===== src/load_shed_defines.vh =====
// constants for the load shedding order and display block
// assumes a 50 MHz system clock and amp values in whole amps
`ifndef LOAD_SHED_DEFINES_VH
`define LOAD_SHED_DEFINES_VH

// ****************************************
// timing
// ****************************************
`define CLK_PERIOD_NS 20
`define SECOND_NS 1000000000
`define SECOND_CYCLES (`SECOND_NS / `CLK_PERIOD_NS)
`define RESTORE_DELAY_S 120
`define HOLD_TIME_MS 1000
`define HOLD_CYCLES (`HOLD_TIME_MS * 1000000 / `CLK_PERIOD_NS)

// ****************************************
// current limits in amps
// ****************************************
`define LIMIT_GEN_FITTED 7'h2D
`define LIMIT_GEN_ABSENT 7'h3C
`define LIMIT_SHORE_30 7'h1E
`define LIMIT_SHORE_20 7'h14
`define METER_MAX 7'h63

// ****************************************
// service indicator bit positions
// ****************************************
`define SVC_GEN 0
`define SVC_50A 1
`define SVC_30A 2
`define SVC_20A 3

// ****************************************
// shed orders, first shed in bits 2:0, relay numbers 1..6
// ****************************************
`define ORDER_SEQ1 {3'h1, 3'h2, 3'h3, 3'h4, 3'h5, 3'h6}
`define ORDER_SEQ2 {3'h1, 3'h2, 3'h3, 3'h5, 3'h6, 3'h4}
`define ORDER_SEQ3 {3'h1, 3'h2, 3'h5, 3'h6, 3'h3, 3'h4}
`define ORDER_SEQ4 {3'h1, 3'h5, 3'h6, 3'h2, 3'h3, 3'h4}
`define ORDER_SEQ5 {3'h5, 3'h6, 3'h1, 3'h2, 3'h3, 3'h4}
`define ORDER_SEQ6 {3'h1, 3'h2, 3'h3, 3'h5, 3'h4, 3'h6}
`define ORDER_SEQ7 {3'h1, 3'h2, 3'h5, 3'h3, 3'h6, 3'h4}
`define ORDER_SEQ8 {3'h1, 3'h5, 3'h2, 3'h6, 3'h3, 3'h4}

`endif


===== src/load_shed_order_and_display.v =====
// load shedding control with indicator and meter drive
// assumes source pins, links and button are asynchronous; current comes from same-clock logic
//
// How it works
// RQ1: in normal operation each load indicator lit exactly while its relay applies power.
// RQ2: meter shows total measured current in normal operation.
// RQ3: four service indicators; generator, 50 A and 30 A detected automatically.
// RQ4: first 120 V shore appearance enters 30 A mode, 30/20 indicator lit.
// RQ5: a button press toggles shore threshold between 30 A and 20 A.
// RQ6: holding the button enters review, uppermost indicator and its learned current.
// RQ7: further presses step loads; after the sixth, meter returns to total.
// RQ8: generator limit 45 A with rating link fitted, 60 A without.
// RQ9: three order links pick one of eight sequences; all fitted is sequence 1.
// RQ10: sequence is 1 + 4*A absent + 2*B absent + C absent.
// RQ11: sequences 1 to 4 use their fixed relay shedding orders.
// RQ12: sequences 5 to 8 use their fixed relay shedding orders.
// RQ13: six relays, four AC and two DC, each shed once per sequence.
// RQ14: over the limit, shed one load at a time and learn its current drop.
// RQ15: restore when below limit, headroom covers learned value, two minutes passed.
// RQ16: hold-time threshold separates a short press from a hold.
`include "load_shed_defines.vh"
`default_nettype none

module load_shed_order_and_display #(
   parameter SECOND_CYCLES = `SECOND_CYCLES,
   parameter HOLD_CYCLES = `HOLD_CYCLES,
   parameter RESTORE_SECONDS = `RESTORE_DELAY_S
) (
   input wire clk,
   input wire sys_rst,
   input wire genRunning,
   input wire shore240Present,
   input wire shore120Present,
   input wire [6:0] totalAmps,
   input wire serviceSelectN,
   input wire generator_rating_link,
   input wire shed_order_link_a,
   input wire shed_order_link_b,
   input wire shed_order_link_c,
   output reg [5:0] relayOn,
   output reg [5:0] loadLed,
   output reg [3:0] serviceLed,
   output reg [3:0] meterTens,
   output reg [3:0] meterOnes
);
   // ****************************************
   // synchronisers
   // ****************************************
   // every source pin, link and the button passes two flops before any logic reads it
   reg [7:0] syncA_reg;
   reg [7:0] syncB_reg;
   always @(posedge clk) begin
      syncA_reg <= {genRunning, shore240Present, shore120Present, ~serviceSelectN,
         generator_rating_link, shed_order_link_a, shed_order_link_b, shed_order_link_c};
      syncB_reg <= syncA_reg;
   end
   // sources in priority order: generator, then 240 V, then 120 V shore
   wire genSrc = syncB_reg[7];
   wire src240 = syncB_reg[6] & ~genSrc;
   wire src120 = syncB_reg[5] & ~genSrc & ~syncB_reg[6];
   wire managed = genSrc | src120;
   wire buttonDown = syncB_reg[4];

   // a link reads high when fitted
   wire genLinkFitted = syncB_reg[3];
   wire linkAFitted = syncB_reg[2];
   wire linkBFitted = syncB_reg[1];
   wire linkCFitted = syncB_reg[0];
   wire [2:0] seqIdx = {~linkAFitted, ~linkBFitted, ~linkCFitted}; // RQ9 RQ10
   reg mode20_reg;

   // ****************************************
   // functions
   // ****************************************
   // relay shedding order per sequence, three bits per position
   function [17:0] orderOf;
      input [2:0] seq;
      begin
         case (seq)
            3'h0: orderOf = `ORDER_SEQ1; // RQ11
            3'h1: orderOf = `ORDER_SEQ2; // RQ11
            3'h2: orderOf = `ORDER_SEQ3; // RQ11
            3'h3: orderOf = `ORDER_SEQ4; // RQ11
            3'h4: orderOf = `ORDER_SEQ5; // RQ12
            3'h5: orderOf = `ORDER_SEQ6; // RQ12
            3'h6: orderOf = `ORDER_SEQ7; // RQ12
            default: orderOf = `ORDER_SEQ8; // RQ12
         endcase
      end
   endfunction

   // relay number 1..6 shed at a position, returned as bit index 0..5
   function [2:0] relayAt;
      input [17:0] order;
      input [2:0] pos;
      reg [2:0] r;
      begin
         r = order[pos*3 +: 3];
         relayAt = r - 3'h1;
      end
   endfunction

   wire [17:0] order = orderOf(seqIdx);
   wire [6:0] limit = genSrc ? (genLinkFitted ? `LIMIT_GEN_FITTED : `LIMIT_GEN_ABSENT) // RQ8
      : (mode20_reg ? `LIMIT_SHORE_20 : `LIMIT_SHORE_30);

   // ****************************************
   // one second enable
   // ****************************************
   // one enable pulse per second; restore ages and settling count these, the button hold counts clocks
   reg [31:0] secCnt_reg;
   reg secTick_reg;
   always @(posedge clk) begin
      if (sys_rst || secCnt_reg == SECOND_CYCLES - 1) begin
         secCnt_reg <= 32'h0;
      end else begin
         secCnt_reg <= secCnt_reg + 32'h1;
      end
      secTick_reg <= !sys_rst && secCnt_reg == SECOND_CYCLES - 1;
   end

   // ****************************************
   // service select button
   // ****************************************
   reg [31:0] holdCnt_reg;
   reg held_reg;
   reg reviewing_reg;
   reg [2:0] reviewIdx_reg;
   reg prev120_reg;
   // a hold begun outside review has its release masked by held_reg, so it never counts as a short press
   wire shortPress = !buttonDown && holdCnt_reg != 32'h0 && !held_reg;
   always @(posedge clk) begin
      if (sys_rst) begin
         holdCnt_reg <= 32'h0;
         held_reg <= 1'b0;
         reviewing_reg <= 1'b0;
         reviewIdx_reg <= 3'h0;
         mode20_reg <= 1'b0;
         prev120_reg <= 1'b0;
      end else begin
         prev120_reg <= src120;
         if (buttonDown) begin
            if (holdCnt_reg != HOLD_CYCLES) begin
               holdCnt_reg <= holdCnt_reg + 32'h1;
            end
         end else begin
            holdCnt_reg <= 32'h0;
            held_reg <= 1'b0;
         end
         // the 30 A mode returns whenever 120 V shore power reappears
         if (src120 && !prev120_reg) begin
            mode20_reg <= 1'b0; // RQ4
         end else if (shortPress && !reviewing_reg && src120) begin
            mode20_reg <= ~mode20_reg; // RQ5 RQ16
         end
         if (buttonDown && !held_reg && holdCnt_reg == HOLD_CYCLES - 1 && !reviewing_reg) begin
            held_reg <= 1'b1; // RQ16
            reviewing_reg <= 1'b1; // RQ6
            reviewIdx_reg <= 3'h0;
         end else if (shortPress && reviewing_reg) begin
            if (reviewIdx_reg == 3'h5) begin
               reviewing_reg <= 1'b0; // RQ7
            end else begin
               reviewIdx_reg <= reviewIdx_reg + 3'h1; // RQ7
            end
         end
      end
   end

   // ****************************************
   // shedding and restoring
   // ****************************************
   localparam ST_IDLE = 1'b0;
   localparam ST_SETTLE = 1'b1;
   reg state_reg;
   reg [2:0] shedCount_reg;
   reg [5:0] shedMask_reg;
   reg [6:0] beforeAmps_reg;
   reg [2:0] lastRelay_reg;
   reg learnPending_reg;
   reg settleArmed_reg;
   reg [6:0] age_reg [0:5];
   wire [6:0] learnedAmps;
   wire [2:0] candidate = relayAt(order, shedCount_reg - 3'h1);
   wire [2:0] nextShed = relayAt(order, shedCount_reg);
   wire [6:0] memRdAddrFull = {4'h0, reviewing_reg ? reviewIdx_reg : candidate};
   wire [6:0] headroom = limit - totalAmps;
   wire [6:0] drop = (beforeAmps_reg > totalAmps) ? beforeAmps_reg - totalAmps : 7'h0;
   wire memWr = state_reg == ST_SETTLE && secTick_reg && settleArmed_reg && learnPending_reg;
   // restore waits while reviewing: the memory read port serves the display then
   wire canRestore = shedCount_reg != 3'h0 && totalAmps < limit && !reviewing_reg
      && headroom >= learnedAmps && age_reg[candidate] >= RESTORE_SECONDS; // RQ15

   learned_current_mem #(.WIDTH(7), .DEPTH(6), .AW(3)) learnedMem (
      .clk(clk),
      .wrEn(memWr),
      .wrAddr(lastRelay_reg),
      .wrData(drop),
      .rdAddr(memRdAddrFull[2:0]),
      .rdData(learnedAmps)
   );

   // ages saturate so a long shed cannot wrap back to young
   genvar g;
   generate
      for (g = 0; g < 6; g = g + 1) begin : ageGen
         always @(posedge clk) begin
            if (sys_rst || (state_reg == ST_IDLE && managed && totalAmps > limit
                  && shedCount_reg != 3'h6 && nextShed == g)) begin
               age_reg[g] <= 7'h0;
            end else if (secTick_reg && age_reg[g] < RESTORE_SECONDS) begin
               age_reg[g] <= age_reg[g] + 7'h1; // RQ15
            end
         end
      end
   endgenerate

   // losing the managed source clears all shed state; loads return with the next source
   always @(posedge clk) begin
      if (sys_rst || !managed) begin
         state_reg <= ST_IDLE;
         shedCount_reg <= 3'h0;
         shedMask_reg <= 6'h0;
         beforeAmps_reg <= 7'h0;
         lastRelay_reg <= 3'h0;
         learnPending_reg <= 1'b0;
         settleArmed_reg <= 1'b0;
      end else begin
         case (state_reg)
            ST_IDLE: begin
               if (totalAmps > limit && shedCount_reg != 3'h6) begin
                  shedMask_reg[nextShed] <= 1'b1; // RQ14 RQ13
                  shedCount_reg <= shedCount_reg + 3'h1;
                  beforeAmps_reg <= totalAmps;
                  lastRelay_reg <= nextShed;
                  learnPending_reg <= 1'b1;
                  settleArmed_reg <= 1'b0;
                  state_reg <= ST_SETTLE;
               end else if (canRestore) begin
                  shedMask_reg[candidate] <= 1'b0; // RQ15
                  shedCount_reg <= shedCount_reg - 3'h1;
                  settleArmed_reg <= 1'b0;
                  learnPending_reg <= 1'b0;
                  state_reg <= ST_SETTLE;
               end
            end
            ST_SETTLE: begin
               // a tick right after the switch only arms, so the drop is taken after the relay has opened
               if (secTick_reg && settleArmed_reg) begin
                  learnPending_reg <= 1'b0; // RQ14
                  state_reg <= ST_IDLE;
               end else if (secTick_reg) begin
                  settleArmed_reg <= 1'b1;
               end
            end
            default: state_reg <= ST_IDLE;
         endcase
      end
   end

   // ****************************************
   // outputs
   // ****************************************
   // the meter saturates at its top value rather than wrapping to a small number
   function [7:0] bcdOf;
      input [6:0] amps;
      reg [6:0] sat;
      reg [6:0] t;
      reg [6:0] u;
      begin
         sat = (amps > `METER_MAX) ? `METER_MAX : amps;
         t = sat / 7'hA;
         u = sat - t * 7'hA;
         bcdOf = {t[3:0], u[3:0]};
      end
   endfunction

   wire [6:0] meterVal = reviewing_reg ? learnedAmps : totalAmps;
   wire [7:0] meterBcd = bcdOf(meterVal);
   // 240 V service runs every load unmanaged; with no source every relay opens
   wire [5:0] relayNext = src240 ? 6'h3F : (managed ? ~shedMask_reg : 6'h0);
   always @(posedge clk) begin
      if (sys_rst) begin
         relayOn <= 6'h0;
         loadLed <= 6'h0;
         serviceLed <= 4'h0;
         meterTens <= 4'h0;
         meterOnes <= 4'h0;
      end else begin
         relayOn <= relayNext;
         loadLed <= reviewing_reg ? (6'h1 << reviewIdx_reg) : relayNext; // RQ1 RQ6
         serviceLed[`SVC_GEN] <= genSrc; // RQ3
         serviceLed[`SVC_50A] <= src240; // RQ3
         serviceLed[`SVC_30A] <= src120 && !mode20_reg; // RQ3 RQ4
         serviceLed[`SVC_20A] <= src120 && mode20_reg; // RQ5
         meterTens <= meterBcd[7:4]; // RQ2 RQ6
         meterOnes <= meterBcd[3:0]; // RQ2
      end
   end
endmodule

`default_nettype wire


===== src/learned_current_mem.v =====
// small memory of learned load currents, one word per relay
// assumes one clock; read data is registered, one cycle late
`default_nettype none

module learned_current_mem #(
   parameter WIDTH = 7,
   parameter DEPTH = 6,
   parameter AW = 3
) (
   input wire clk,
   input wire wrEn,
   input wire [AW-1:0] wrAddr,
   input wire [WIDTH-1:0] wrData,
   input wire [AW-1:0] rdAddr,
   output reg [WIDTH-1:0] rdData
);
   reg [WIDTH-1:0] mem [0:DEPTH-1];
   integer i;

   // contents start at zero so an unlearned load never blocks a restore
   initial begin
      for (i = 0; i < DEPTH; i = i + 1) begin
         mem[i] = {WIDTH{1'b0}};
      end
   end

   always @(posedge clk) begin
      if (wrEn) begin
         mem[wrAddr] <= wrData;
      end
      rdData <= mem[rdAddr];
   end
endmodule

`default_nettype wire


===== config.mk =====
export PLATFORM = sky130hd
export DESIGN_NAME = load_shed_order_and_display
export DESIGN_NICKNAME = d
export VERILOG_FILES = /design/src/load_shed_order_and_display.v /design/src/learned_current_mem.v
export VERILOG_INCLUDE_DIRS = /design/src
export SDC_FILE = /design/constraint.sdc
export NUM_CORES = 1
export LEC_CHECK = 0
export BUFFER_PORTS_ARGS = -buffer_cell sky130_fd_sc_hd__buf_2
export CAP_MARGIN = 20
export CORE_AREA = 2 2 137 172
export CTS_BUF_LIST = sky130_fd_sc_hd__clkbuf_16
export CTS_CLUSTER_DIAMETER = 80
export DETAILED_ROUTE_END_ITERATION = 10
export DIE_AREA = 0 0 139 174
export GPL_TIMING_DRIVEN = 0
export PLACE_DENSITY = 0.73
export SYNTH_ARGS = -nofsm -noshare
export SYNTH_HDL_FRONTEND = slang
export SYNTH_SLANG_ARGS = --single-unit
export TNS_END_PERCENT = 100

===== constraint.sdc =====
create_clock -name clk -period 5.89 [get_ports clk]
set_input_delay 0.8835 -clock clk [delete_from_list [all_inputs] [get_ports clk]]
set_output_delay 0.8835 -clock clk [all_outputs]
set_load 0.02 [all_outputs]

==> qor.txt, run 1 <==
Final WL -> 23700 um
Final min period -> 5.39 ns
Fin. max-slew vios -> 0
Synth async-reset ratio -> 0%
Dpl cell area -> 11700 um^2
Cells after DPL -> 1491
WS Path Type -> reg2reg
Setup violations, final -> 0
H-tree depth -> 1
Most common cell in the netlist -> nor2_1
Initial antenna violation count -> 0
Register area share after synthesis -> 48.1%
# IOs -> 41
Via-to-Cell Ratio -> 5.53
Leading area contributor after synthesis -> dfxtp_1
Number of routed nets with antenna violations -> 0
CTS Sinks -> 225
Post-Layout Inst Area -> 12500 um^2
Clock buffer depth -> 3
Gr usage total -> 19.5%
RSZ-0062 raised after global routing -> no
Power, Total -> 3.75 mW
Vias post-DR -> 8478
Rel. slew slack -> 24.4%
Pre-Repair DR Iteration Count -> 5
Comb pwr share -> 14.5%
Syn. warnings -> 0
Synthesized Nets -> 1233
Crit-path slowest cell -> dfxtp_2
Worst vdd ir -> 242 uV
Share of the synthesized area in the top cell type -> 25.4%
Psw -> 1.01 mW
Fin crit share -> 91.5%
Yosys reg bits -> 225
Chip Height -> 174 um
CTS Root Cell -> clkbuf_16
Setup Skew -> 0.0301 ns
Core Region -> 22700 um^2
P&R area growth vs syn -> 12.2%
Worst min path class -> reg2reg
Cell Int Power -> 2.75 mW
Pwr dens -> 301 nW/um^2
Post-DP HPWL -> 17500 um
Mapped Area -> 11100 um^2
Worst Path Arrival -> 5.85 ns
WHS -> 0.324 ns
MaxCap Viol Count -> 0
LEAKAGE -> 4.67 nW
Worst skew pair latency -> 0.53 ns
Fin. Hold Viols -> 0
EDFF count, synth -> 84
Number of DRC markers after the initial detailed-route iteration -> 434
Cell Count, Final, Fillers Out -> 1534
Worst path cell trace -> clkbuf_2 > clkbuf_2 > mux2i_1 > ha_2 > o21ai_0 > and2_1 > o22ai_1 > inv_1 > ha_1 > o32ai_1 > o21ai_1 > a21oi_2 > ha_1 > nand2_1 > nand2_1 > mux2i_1 > a311o_1 > ha_1 > inv_1 > fa_1 > xnor2_1 > or2_2 > mux2i_1
Avg Cell Area, Syn -> 9.53 um^2
Number of setup buffers added after CTS -> 0
Data required, critical path -> 6.35 ns
Worst-path clk slew -> 0.07 ns
Worst slew pin tran -> 1.12 ns
GRT overflow -> 0
Pin count of the biggest net entering global routing -> 16
Largest stage delay, worst path -> 0.43 ns
TNS Setup -> 0 ns
Startpoint Class -> flop
Most frequent cells after synthesis -> 163 x nor2_1, 141 x dfxtp_1, 107 x nand2_1
CTS tree -> yes
GPL Wtd Cong -> 0.894
Chip width -> 139 um
FP Rows -> 62
Vias in the first global route -> 8267
Layout cells sized above 1 -> 9.39%
Synth top area cells -> dfxtp_1 25%, edfxtp_1 23%, nor2_1 5.5%
Die ar. -> 24200 um^2
Clock power frac -> 39.8%
Sequential Power Share -> 45.8%
Top FF cell, synth -> dfxtp_1
Mapped Cells -> 1166
F_max -> 185 MHz
Hold_buf cts -> 0
Drt drc -> 0
Status -> complete, no violations
CTS buffer count -> 24
Number of diodes -> 0
CP Capture Type -> flop
Net count, final -> 1296
Routed wire per std cell -> 15.4 um
Crit-path max FO -> 10
Sw Ratio -> 26.9%
Global-route wire length before repair -> 39700 um
Initial Util -> 49.0%
IO Port Bufs -> 37
Post-synthesis cell type count -> 76
## what timing repair did
action                                  4_1_cts  5_1_grt
gates cloned                                  0        0
hold endpoints to repair                      0        0
gates resized for setup                       2        3
endpoints found under the setup margin        1        2
## metal layers
layer / up-vias / share of wire [%] / routed length, um / GRT usage, %
li1: 4242 / - / - / -
met1: 4027 / 43 / 10100 / 24.0
met2: 165 / 51 / 12000 / 35.3
met3: 44 / 4.0 / 942 / 2.31
met4: 0 / 2.7 / 640 / 6.73
met5: - / 0 / 0 / 0
## stage by stage
stage	setup slack (ns)	util [%]
detailed placement	-0.256	51.5
global route	0.0996	55.0
floorplan	0.604	-
global placement	-0.200	51.5
finish	0.499	55.0
CTS	0.00661	55.0
## cell type report
cell class	instances	area [um^2]
Clock inverter	18	168
Sequential cell	225	5350
Multi-Input combinational cell	838	5360
Tap cell	288	360
Fill cell	1981	10200
Inverter	60	225
Clock buffer	25	626
Timing Repair Buffer	39	195
Buffer	41	176
## critical path: cells and delay by family (launching register included)
family          cells  cell delay (ns)
simple gates        4             0.62
flops               1             0.43
xor+xnor            1             0.15
compound gates      6             1.47
buf+inv             4             0.78
fa+ha+maj           5             1.37
mux                 3             0.49
## cell usage in the layout, fill, tap and decap left out, types with 4 or more instances in the layout
master / count
clkinvlp_4: 4
ha_1: 46
or2_2: 8
edfxtp_1: 84
mux4_2: 8
mux2i_1: 14
a211oi_1: 5
nand3_1: 55
a21o_1: 4
clkbuf_1: 26
and4_1: 6
nor2_1: 163
nand4_1: 19
or3_1: 8
o22ai_1: 7
nor4_1: 13
xor2_1: 50
o21ai_0: 46
clkinv_1: 4
clkbuf_16: 25
nand2b_1: 16
nand2_1: 107
a41oi_1: 4
a31oi_1: 9
dfxtp_1: 140
nor3_1: 28
inv_1: 60
nor3b_1: 4
xnor2_1: 45
nor2b_1: 7
a21oi_1: 63
buf_2: 42
buf_1: 7
and2_1: 10
nor4b_1: 6
and3_1: 19
## power by group through the flow
stage	Clock (mW)	Sequential, mW	Combinational, mW
after floorplan	0	1.76	0.377
after global placement	0	1.75	0.532
after detailed placement	0	1.75	0.539
after CTS	1.52	1.72	0.544
after global routing	1.59	1.72	0.601
final	1.49	1.72	0.543
## kinds of logic (layout without fill, tap and decap cells)
kind of cell    count (synthesis)  after routing  share of synthesized area (%)
compound gates                180            180                           10.2
mux                            26             26                           3.32
buf+inv                       103            183                           3.66
flops                         225            225                           48.1
fa+ha+maj                      51             51                           5.94
simple gates                  484            484                           21.0
xor+xnor                       97             97                           7.78
## path summary, 6_finish.rpt
path	from	endpoint	slack, ns	cells after the start
max	reviewing_reg	meterOnes[3]	0.50	23
min	syncA_reg[3]	syncB_reg[3]	0.32	0
max reg2reg	reviewing_reg	meterOnes[3]	0.50	23
min reg2reg	syncA_reg[3]	syncB_reg[3]	0.32	0
Note: power is estimated with default switching activity, not from simulation.
==> run 2, diff against run 1 <==
- BUFFER_PORTS_ARGS: -buffer_cell sky130_fd_sc_hd__buf_2 -> default
- DONT_BUFFER_PORTS: default -> 1
- PLACE_DENSITY: 0.73 -> 0.71
==> qor.txt, run 2 (synthesis gave the netlist of run 1 again) <==
Largest stage delay, worst path -> 0.41 ns (was 0.43 ns)
Data required, critical path -> 6.33 ns (was 6.35 ns)
Core Region -> 22700 um^2 (unchanged)
Setup Skew -> 0.0229 ns (was 0.0301 ns)
Cells after DPL -> 1456 (was 1491)
Vias in the first global route -> 8004 (was 8267)
Worst r2r dst -> meterOnes[3] (unchanged)
Pin count of the biggest net entering global routing -> 16 (unchanged)
Top delay family on crit path -> compound AO/OA/AOI/OAI gates (unchanged)
Routed wire per std cell -> 15.5 um (was 15.4 um)
Via-to-Cell Ratio -> 5.57 (was 5.53)
Sw Ratio -> 25.4% (was 26.9%)
Crit-path max FO -> 10 (unchanged)
Commonest non-fill, non-tap cell in the layout -> nor2_1 (unchanged)
CTS tree -> yes (unchanged)
Pre-Repair DR Iteration Count -> 5 (unchanged)
RR Startpoint -> reviewing_reg (unchanged)
Drt drc -> 0 (unchanged)
Status -> complete, no violations (unchanged)
Number of diodes -> 0 (unchanged)
Initial Util -> 49.0% (unchanged)
Sequential Power Share -> 45.4% (was 45.8%)
RSZ-0062 raised after global routing -> no (unchanged)
Number of DRC markers after the initial detailed-route iteration -> 621 (was 434)
Worst min path class -> reg2reg (unchanged)
Dpl cell area -> 11500 um^2 (was 11700 um^2)
Fin. Hold Viols -> 0 (unchanged)
Fin. max-slew vios -> 0 (unchanged)
Power, Total -> 3.84 mW (was 3.75 mW)
Comb pwr share -> 13.0% (was 14.5%)
Pwr dens -> 312 nW/um^2 (was 301 nW/um^2)
R2r setup slk -> 0.53 ns (was 0.50 ns)
Startpoint Class -> flop (unchanged)
Post-Layout Inst Area -> 12300 um^2 (was 12500 um^2)
Chip width -> 139 um (unchanged)
Worst path cell trace -> clkbuf_2 > clkbuf_2 > mux2i_1 > ha_2 > o21ai_0 > and2_1 > o22ai_2 > inv_1 > ha_1 > o32ai_1 > o21ai_1 > a21oi_2 > ha_1 > nand2_1 > nand2_1 > mux2i_1 > a311o_1 > ha_1 > inv_1 > fa_1 > xnor2_1 > or2_2 > mux2i_1 (was clkbuf_2 > clkbuf_2 > mux2i_1 > ha_2 > o21ai_0 > and2_1 > o22ai_1 > inv_1 > ha_1 > o32ai_1 > o21ai_1 > a21oi_2 > ha_1 > nand2_1 > nand2_1 > mux2i_1 > a311o_1 > ha_1 > inv_1 > fa_1 > xnor2_1 > or2_2 > mux2i_1)
IO Port Bufs -> 0 (was 37)
GPL Wtd Cong -> 0.874 (was 0.894)
H-tree depth -> 1 (unchanged)
Psw -> 975 uW (was 1.01 mW)
Crit path launch -> reviewing_reg (unchanged)
CTS Sinks -> 225 (unchanged)
Number of routed nets with antenna violations -> 0 (unchanged)
WS Path Type -> reg2reg (unchanged)
# IOs -> 41 (unchanged)
Buffers & Inverters on Critical Path -> 4 (unchanged)
Worst vdd ir -> 300 uV (was 242 uV)
LEAKAGE -> 4.56 nW (was 4.67 nW)
Number of setup buffers added after CTS -> 0 (unchanged)
CP Capture Type -> flop (unchanged)
Gr usage total -> 18.8% (was 19.5%)
Vias post-DR -> 8339 (was 8478)
Net count, final -> 1258 (was 1296)
Most frequent cells in the layout -> 163 x nor2_1, 140 x dfxtp_1, 107 x nand2_1 (unchanged)
FP Rows -> 62 (unchanged)
Crit-path slowest cell -> dfxtp_2 (unchanged)
Rel. slew slack -> 30.1% (was 24.4%)
Layout cells sized above 1 -> 6.54% (was 9.39%)
TNS Setup -> 0 ns (unchanged)
Worst Path Arrival -> 5.80 ns (was 5.85 ns)
F_max -> 186 MHz (was 185 MHz)
Setup violations, final -> 0 (unchanged)
Worst skew pair latency -> 0.52 ns (was 0.53 ns)
Final min period -> 5.36 ns (was 5.39 ns)
Fin crit share -> 91.1% (was 91.5%)
MaxCap Viol Count -> 0 (unchanged)
Worst slew pin tran -> 1.02 ns (was 1.12 ns)
Chip Height -> 174 um (unchanged)
Worst Reg-to-Reg Cells -> 23 (unchanged)
Clock power frac -> 41.7% (was 39.8%)
GRT overflow -> 0 (unchanged)
Initial antenna violation count -> 0 (unchanged)
Post-DP HPWL -> 17200 um (was 17500 um)
CTS buffer count -> 23 (was 24)
CTS Root Cell -> clkbuf_16 (unchanged)
Hold_buf cts -> 0 (unchanged)
Cell Count, Final, Fillers Out -> 1496 (was 1534)
Cell Int Power -> 2.87 mW (was 2.75 mW)
Fillers -> 2020 (was 1981)
Levels on crit path -> 23 (unchanged)
Clock buffer depth -> 3 (unchanged)
Final WL -> 23200 um (was 23700 um)
Worst-path clk slew -> 0.06 ns (was 0.07 ns)
P&R area growth vs syn -> 11.0% (was 12.2%)
Global-route wire length before repair -> 38300 um (was 39700 um)
Worst setup endpoint -> meterOnes[3] (unchanged)
Fin util -> 54.5% (was 55.0%)
Die ar. -> 24200 um^2 (unchanged)
run 2: worst min-delay path by stage:
stage | end | depth (start not counted) | startpoint
after detailed placement | syncB_reg[4] | 0 | syncA_reg[4]
after floorplan | syncB_reg[0] | 0 | syncA_reg[0]
final | syncB_reg[4] | 0 | syncA_reg[4]
after global routing | syncB_reg[2] | 0 | syncA_reg[2]
after global placement | syncB_reg[2] | 0 | syncA_reg[2]
after CTS | syncB_reg[4] | 0 | syncA_reg[4]
run 2: timing repair:
item                       in CTS  in global routing
gates resized for setup         3                  3
setup endpoints to repair       2                  2
pin swaps                       0                  0
run 2: layout make-up:
cell class | count | area, um^2 | area share [%]
Clock inverter | 18 | 244 | 1.98
Timing Repair Buffer | 2 | 12.5 | 0.101
Sequential cell | 225 | 5350 | 43.3
Inverter | 60 | 225 | 1.83
Buffer | 41 | 176 | 1.43
Multi-Input combinational cell | 838 | 5370 | 43.5
Clock buffer | 24 | 601 | 4.87
Tap cell | 288 | 360 | 2.92
run 2: worst register-to-register path: stages, from the launching register on:
cell,delay (ns)
dfxtp_2,0.41
clkbuf_2,0.26
clkbuf_2,0.29
mux2i_1,0.24
ha_2,0.29
o21ai_0,0.14
and2_1,0.22
o22ai_2,0.25
inv_1,0.13
ha_1,0.27
o32ai_1,0.39
o21ai_1,0.18
a21oi_2,0.27
ha_1,0.28
nand2_1,0.08
nand2_1,0.06
mux2i_1,0.14
a311o_1,0.20
ha_1,0.16
inv_1,0.05
fa_1,0.39
xnor2_1,0.16
or2_2,0.28
mux2i_1,0.16
run 2: layer usage:
layer | part of all wire (%) | track usage, %
met5 | 0 | 0
met4 | 2.8 | 6.82
met3 | 4.1 | 2.59
met2 | 50 | 33.5
met1 | 43 | 23.3
run 2: power by group through the flow:
stage | clock (mW) | sequential [mW] | combinational, mW
after floorplan | 0 | 1.76 | 0.377
after global placement | 0 | 1.78 | 0.482
after detailed placement | 0 | 1.78 | 0.492
after CTS | 1.64 | 1.74 | 0.498
after global routing | 1.70 | 1.75 | 0.557
final | 1.60 | 1.74 | 0.498
run 2: metrics by stage:
stage	worst slack, ns	hold slack (ns)
finish	0.526	0.326
global route	0.0792	0.338
CTS	0.111	0.328
detailed placement	-0.296	0.313
global placement	-0.169	0.313
floorplan	0.604	0.310
==> run 3, diff against run 2 <==
- ABC_AREA: default -> 1
- CORE_AREA: 2 2 137 172 -> 2 2 138 174
- CTS_BUF_LIST: sky130_fd_sc_hd__clkbuf_16 -> sky130_fd_sc_hd__clkbuf_4 sky130_fd_sc_hd__clkbuf_8
- DIE_AREA: 0 0 139 174 -> 0 0 140 176
==> qor.txt, run 3 <==
Pwr dens -> 312 nW/um^2 (about the same)
# IOs -> 41 (unchanged)
CTS buffer count -> 37 (was 23)
Fin. max-slew vios -> 0 (unchanged)
Leading area contributor after synthesis -> dfxtp_1 (unchanged)
Power, Total -> 3.88 mW (was 3.84 mW)
Drt drc -> 8 (was 0)
Share of the synthesized area in the top cell type -> 25.0% (was 25.4%)
Worst-path clk slew -> 0.06 ns (about the same)
H-tree depth -> 2 (was 1)
GRT overflow -> 0 (unchanged)
Most frequent cells after synthesis -> 237 x nand2_1, 200 x nor2_1, 192 x inv_1 (was 163 x nor2_1, 141 x dfxtp_1, 107 x nand2_1)
Fin crit share -> 70.5% (was 91.1%)
Synthesized Nets -> 1452 (was 1233)
IO Port Bufs -> 0 (unchanged)
Setup Skew -> 0.0265 ns (was 0.0229 ns)
Pin count of the biggest net entering global routing -> 13 (was 16)
RSZ-0062 raised after global routing -> no (unchanged)
Number of diodes -> 0 (unchanged)
TNS Setup -> 0 ns (unchanged)
Setup violations, final -> 0 (unchanged)
Status -> complete, but fails checks (was complete, no violations)
Core Region -> 22900 um^2 (was 22700 um^2)
Vias in the first global route -> 8721 (was 8004)
Register area share after synthesis -> 47.3% (was 48.1%)
Post-Layout Inst Area -> 12400 um^2 (was 12300 um^2)
Worst skew pair latency -> 0.55 ns (was 0.52 ns)
Routed wire per std cell -> 13.4 um (was 15.5 um)
Most frequent cells in the layout -> 237 x nand2_1, 200 x nor2_1, 192 x inv_1 (was 163 x nor2_1, 140 x dfxtp_1, 107 x nand2_1)
Global-route wire length before repair -> 39700 um (was 38300 um)
Violated checks -> DRC
Worst slew pin tran -> 1.02 ns (about the same)
Synth async-reset ratio -> 0% (unchanged)
F_max -> 241 MHz (was 186 MHz)
Vias post-DR -> 9020 (was 8339)
Buffers & Inverters on Critical Path -> 2 (was 4)
Comb pwr share -> 19.5% (was 13.0%)
Worst vdd ir -> 139 uV (was 300 uV)
Largest stage delay, worst path -> 0.80 ns (was 0.41 ns)
LEAKAGE -> 5.13 nW (was 4.56 nW)
Gr usage total -> 19.4% (was 18.8%)
Sequential Power Share -> 45.8% (was 45.4%)
Rel. slew slack -> 31.4% (was 30.1%)
CP Capture Type -> flop (unchanged)
Number of routed nets with antenna violations -> 0 (unchanged)
EDFF count, synth -> 84 (unchanged)
Dpl cell area -> 11700 um^2 (was 11500 um^2)
Most common cell in the netlist -> nand2_1 (was nor2_1)
Yosys reg bits -> 225 (unchanged)
CTS resizes -> 0 (was 3)
Crit-path max FO -> 10 (unchanged)
Cell Int Power -> 2.68 mW (was 2.87 mW)
Top delay family on crit path -> simple AND/OR/NAND/NOR gates (was compound AO/OA/AOI/OAI gates)
GPL Wtd Cong -> 0.891 (was 0.874)
Startpoint Class -> flop (unchanged)
Psw -> 1.20 mW (was 975 uW)
Worst min path class -> reg2reg (unchanged)
WS Path Type -> reg2reg (unchanged)
Number of DRC markers after the initial detailed-route iteration -> 520 (was 621)
CTS tree -> yes (unchanged)
Clock buffer depth -> 3 (unchanged)
Sw Ratio -> 30.9% (was 25.4%)
Chip Height -> 176 um (was 174 um)
Layout cells sized above 1 -> 9.42% (was 6.54%)
Initial Util -> 49.4% (was 49.0%)
Post-synthesis cell type count -> 55 (was 76)
P&R area growth vs syn -> 9.84% (was 11.0%)
Crit-path slowest cell -> o311ai_0 (was dfxtp_2)
Fin util -> 54.3% (was 54.5%)
Final WL -> 23300 um (was 23200 um)
Pre-Repair DR Iteration Count -> 10 (was 5)
Via-to-Cell Ratio -> 5.18 (was 5.57)
Fin. Hold Viols -> 0 (unchanged)
Clock power frac -> 34.7% (was 41.7%)
CTS Root Cell -> clkbuf_8 (was clkbuf_16)
Mapped Cells -> 1385 (was 1166)
Mapped Area -> 11300 um^2 (was 11100 um^2)
Top FF cell, synth -> dfxtp_1 (unchanged)
Avg Cell Area, Syn -> 8.16 um^2 (was 9.53 um^2)
MaxCap Viol Count -> 0 (unchanged)
Synth top area cells -> dfxtp_1 25%, edfxtp_1 22%, nand2_1 7.9% (was dfxtp_1 25%, edfxtp_1 23%, nor2_1 5.5%)
CTS Sinks -> 225 (unchanged)
Data required, critical path -> 6.29 ns (was 6.33 ns)
Post-DP HPWL -> 17300 um (was 17200 um)
Net count, final -> 1492 (was 1258)
Initial antenna violation count -> 0 (unchanged)
FP Rows -> 62 (unchanged)
Commonest non-fill, non-tap cell in the layout -> nand2_1 (was nor2_1)
Number of setup buffers added after CTS -> 0 (unchanged)
Chip width -> 140 um (was 139 um)
Final min period -> 4.16 ns (was 5.36 ns)
Worst path cell trace -> nand2_1 > ha_1 > inv_1 > fa_1 > or2_2 > a21oi_1 > nor2_1 > nor2_1 > o21ai_0 > xor2_1 > ha_1 > nand3_1 > o311ai_0 > nand4_1 > nand2_2 > nand2_2 > buf_6 > nand3_1 > o21ai_1 (was clkbuf_2 > clkbuf_2 > mux2i_1 > ha_2 > o21ai_0 > and2_1 > o22ai_2 > inv_1 > ha_1 > o32ai_1 > o21ai_1 > a21oi_2 > ha_1 > nand2_1 > nand2_1 > mux2i_1 > a311o_1 > ha_1 > inv_1 > fa_1 > xnor2_1 > or2_2 > mux2i_1)
Die ar. -> 24600 um^2 (was 24200 um^2)
Worst Path Arrival -> 4.55 ns (was 5.80 ns)
Syn. warnings -> 0 (unchanged)
Hold_buf cts -> 0 (unchanged)
[run 3: cell types whose count changed after synthesis, moves of 13 or more]
| cell | before | now |
|---|---|---|
| inv_1 | 60 | 192 |
| clkbuf_1 | 30 | 10 |
| nand2_1 | 107 | 237 |
| o21ai_0 | 46 | 60 |
| nor3_1 | 28 | 44 |
| nand2_2 | 0 | 16 |
| xor2_1 | 50 | 37 |
| xnor2_1 | 45 | 5 |
| mux2i_1 | 14 | 0 |
| and3_1 | 19 | 1 |
| nand2b_1 | 16 | 0 |
| nor2_1 | 163 | 200 |
[run 3: final timing paths]
check	start	endpoint	slack (ns)	depth (start not counted)
setup / recovery	syncB_reg[7]	learnPending_reg	1.73	19
hold / removal	syncA_reg[1]	syncB_reg[1]	0.33	0
setup reg to reg	syncB_reg[7]	learnPending_reg	1.73	19
hold reg to reg	syncA_reg[1]	syncB_reg[1]	0.33	0
[run 3: layout make-up]
cell class / instances / area (um^2)
fillers: 2083 / 10500
flip-flops and latches: 225 / 5350
multi-input cells: 938 / 5100
inverters: 200 / 751
clock buffers: 52 / 653
well taps: 288 / 360
plain buffers: 22 / 114
clock inverters: 16 / 85.1
repair buffers: 1 / 7.51
[run 3: stage by stage]
stage / cells / setup WS (ns) / hold slack, ns
6_report: 1742 / 1.73 / 0.327
5_1_grt: 1742 / 1.35 / 0.326
4_1_cts: 1742 / 1.78 / 0.326
3_5_place_dp: 1674 / 1.38 / 0.312
3_3_place_gp: 1673 / 1.45 / 0.313
2_1_floorplan: 1385 / 1.81 / 0.310
[run 3: per-layer routing]
metal / global-route usage (%) / vias up / share of wire (%)
met5: 0 / - / 0
met4: 7.79 / 0 / 2.9
met3: 3.66 / 50 / 5.0
met2: 34.5 / 190 / 49
met1: 23.1 / 4105 / 43
li1: - / 4675 / -
[run 3: kinds of logic (layout without fill, tap and decap cells)]
| group | Yosys count | in the layout | share of synthesized area [%] |
|---|---|---|---|
| and+or+nand+nor | 639 | 639 | 25.3 |
| DFF | 225 | 225 | 47.3 |
| buffers and inverters | 222 | 291 | 7.65 |
| AOI/OAI and AO/OA | 206 | 206 | 10.6 |
| adders and majority gates | 50 | 50 | 5.73 |
| xor gates and xnor gates | 43 | 43 | 3.40 |
[run 3: worst register-to-register path: stages, from the launching register on]
cell and delay (ns):
dfxtp_1 0.38, nand2_1 0.13, ha_1 0.14, inv_1 0.06
fa_1 0.37, or2_2 0.32, a21oi_1 0.23, nor2_1 0.07
nor2_1 0.10, o21ai_0 0.10, xor2_1 0.15, ha_1 0.32
nand3_1 0.09, o311ai_0 0.80, nand4_1 0.24, nand2_2 0.17
nand2_2 0.07, buf_6 0.15, nand3_1 0.07, o21ai_1 0.06
[run 3: power groups by stage]
stage,logic [mW],clock network [mW],registers [mW]
finish,0.758,1.35,1.78
global route,0.869,1.46,1.79
CTS,0.756,1.38,1.78
detailed placement,0.752,0,1.81
global placement,0.738,0,1.81
floorplan,0.575,0,1.79
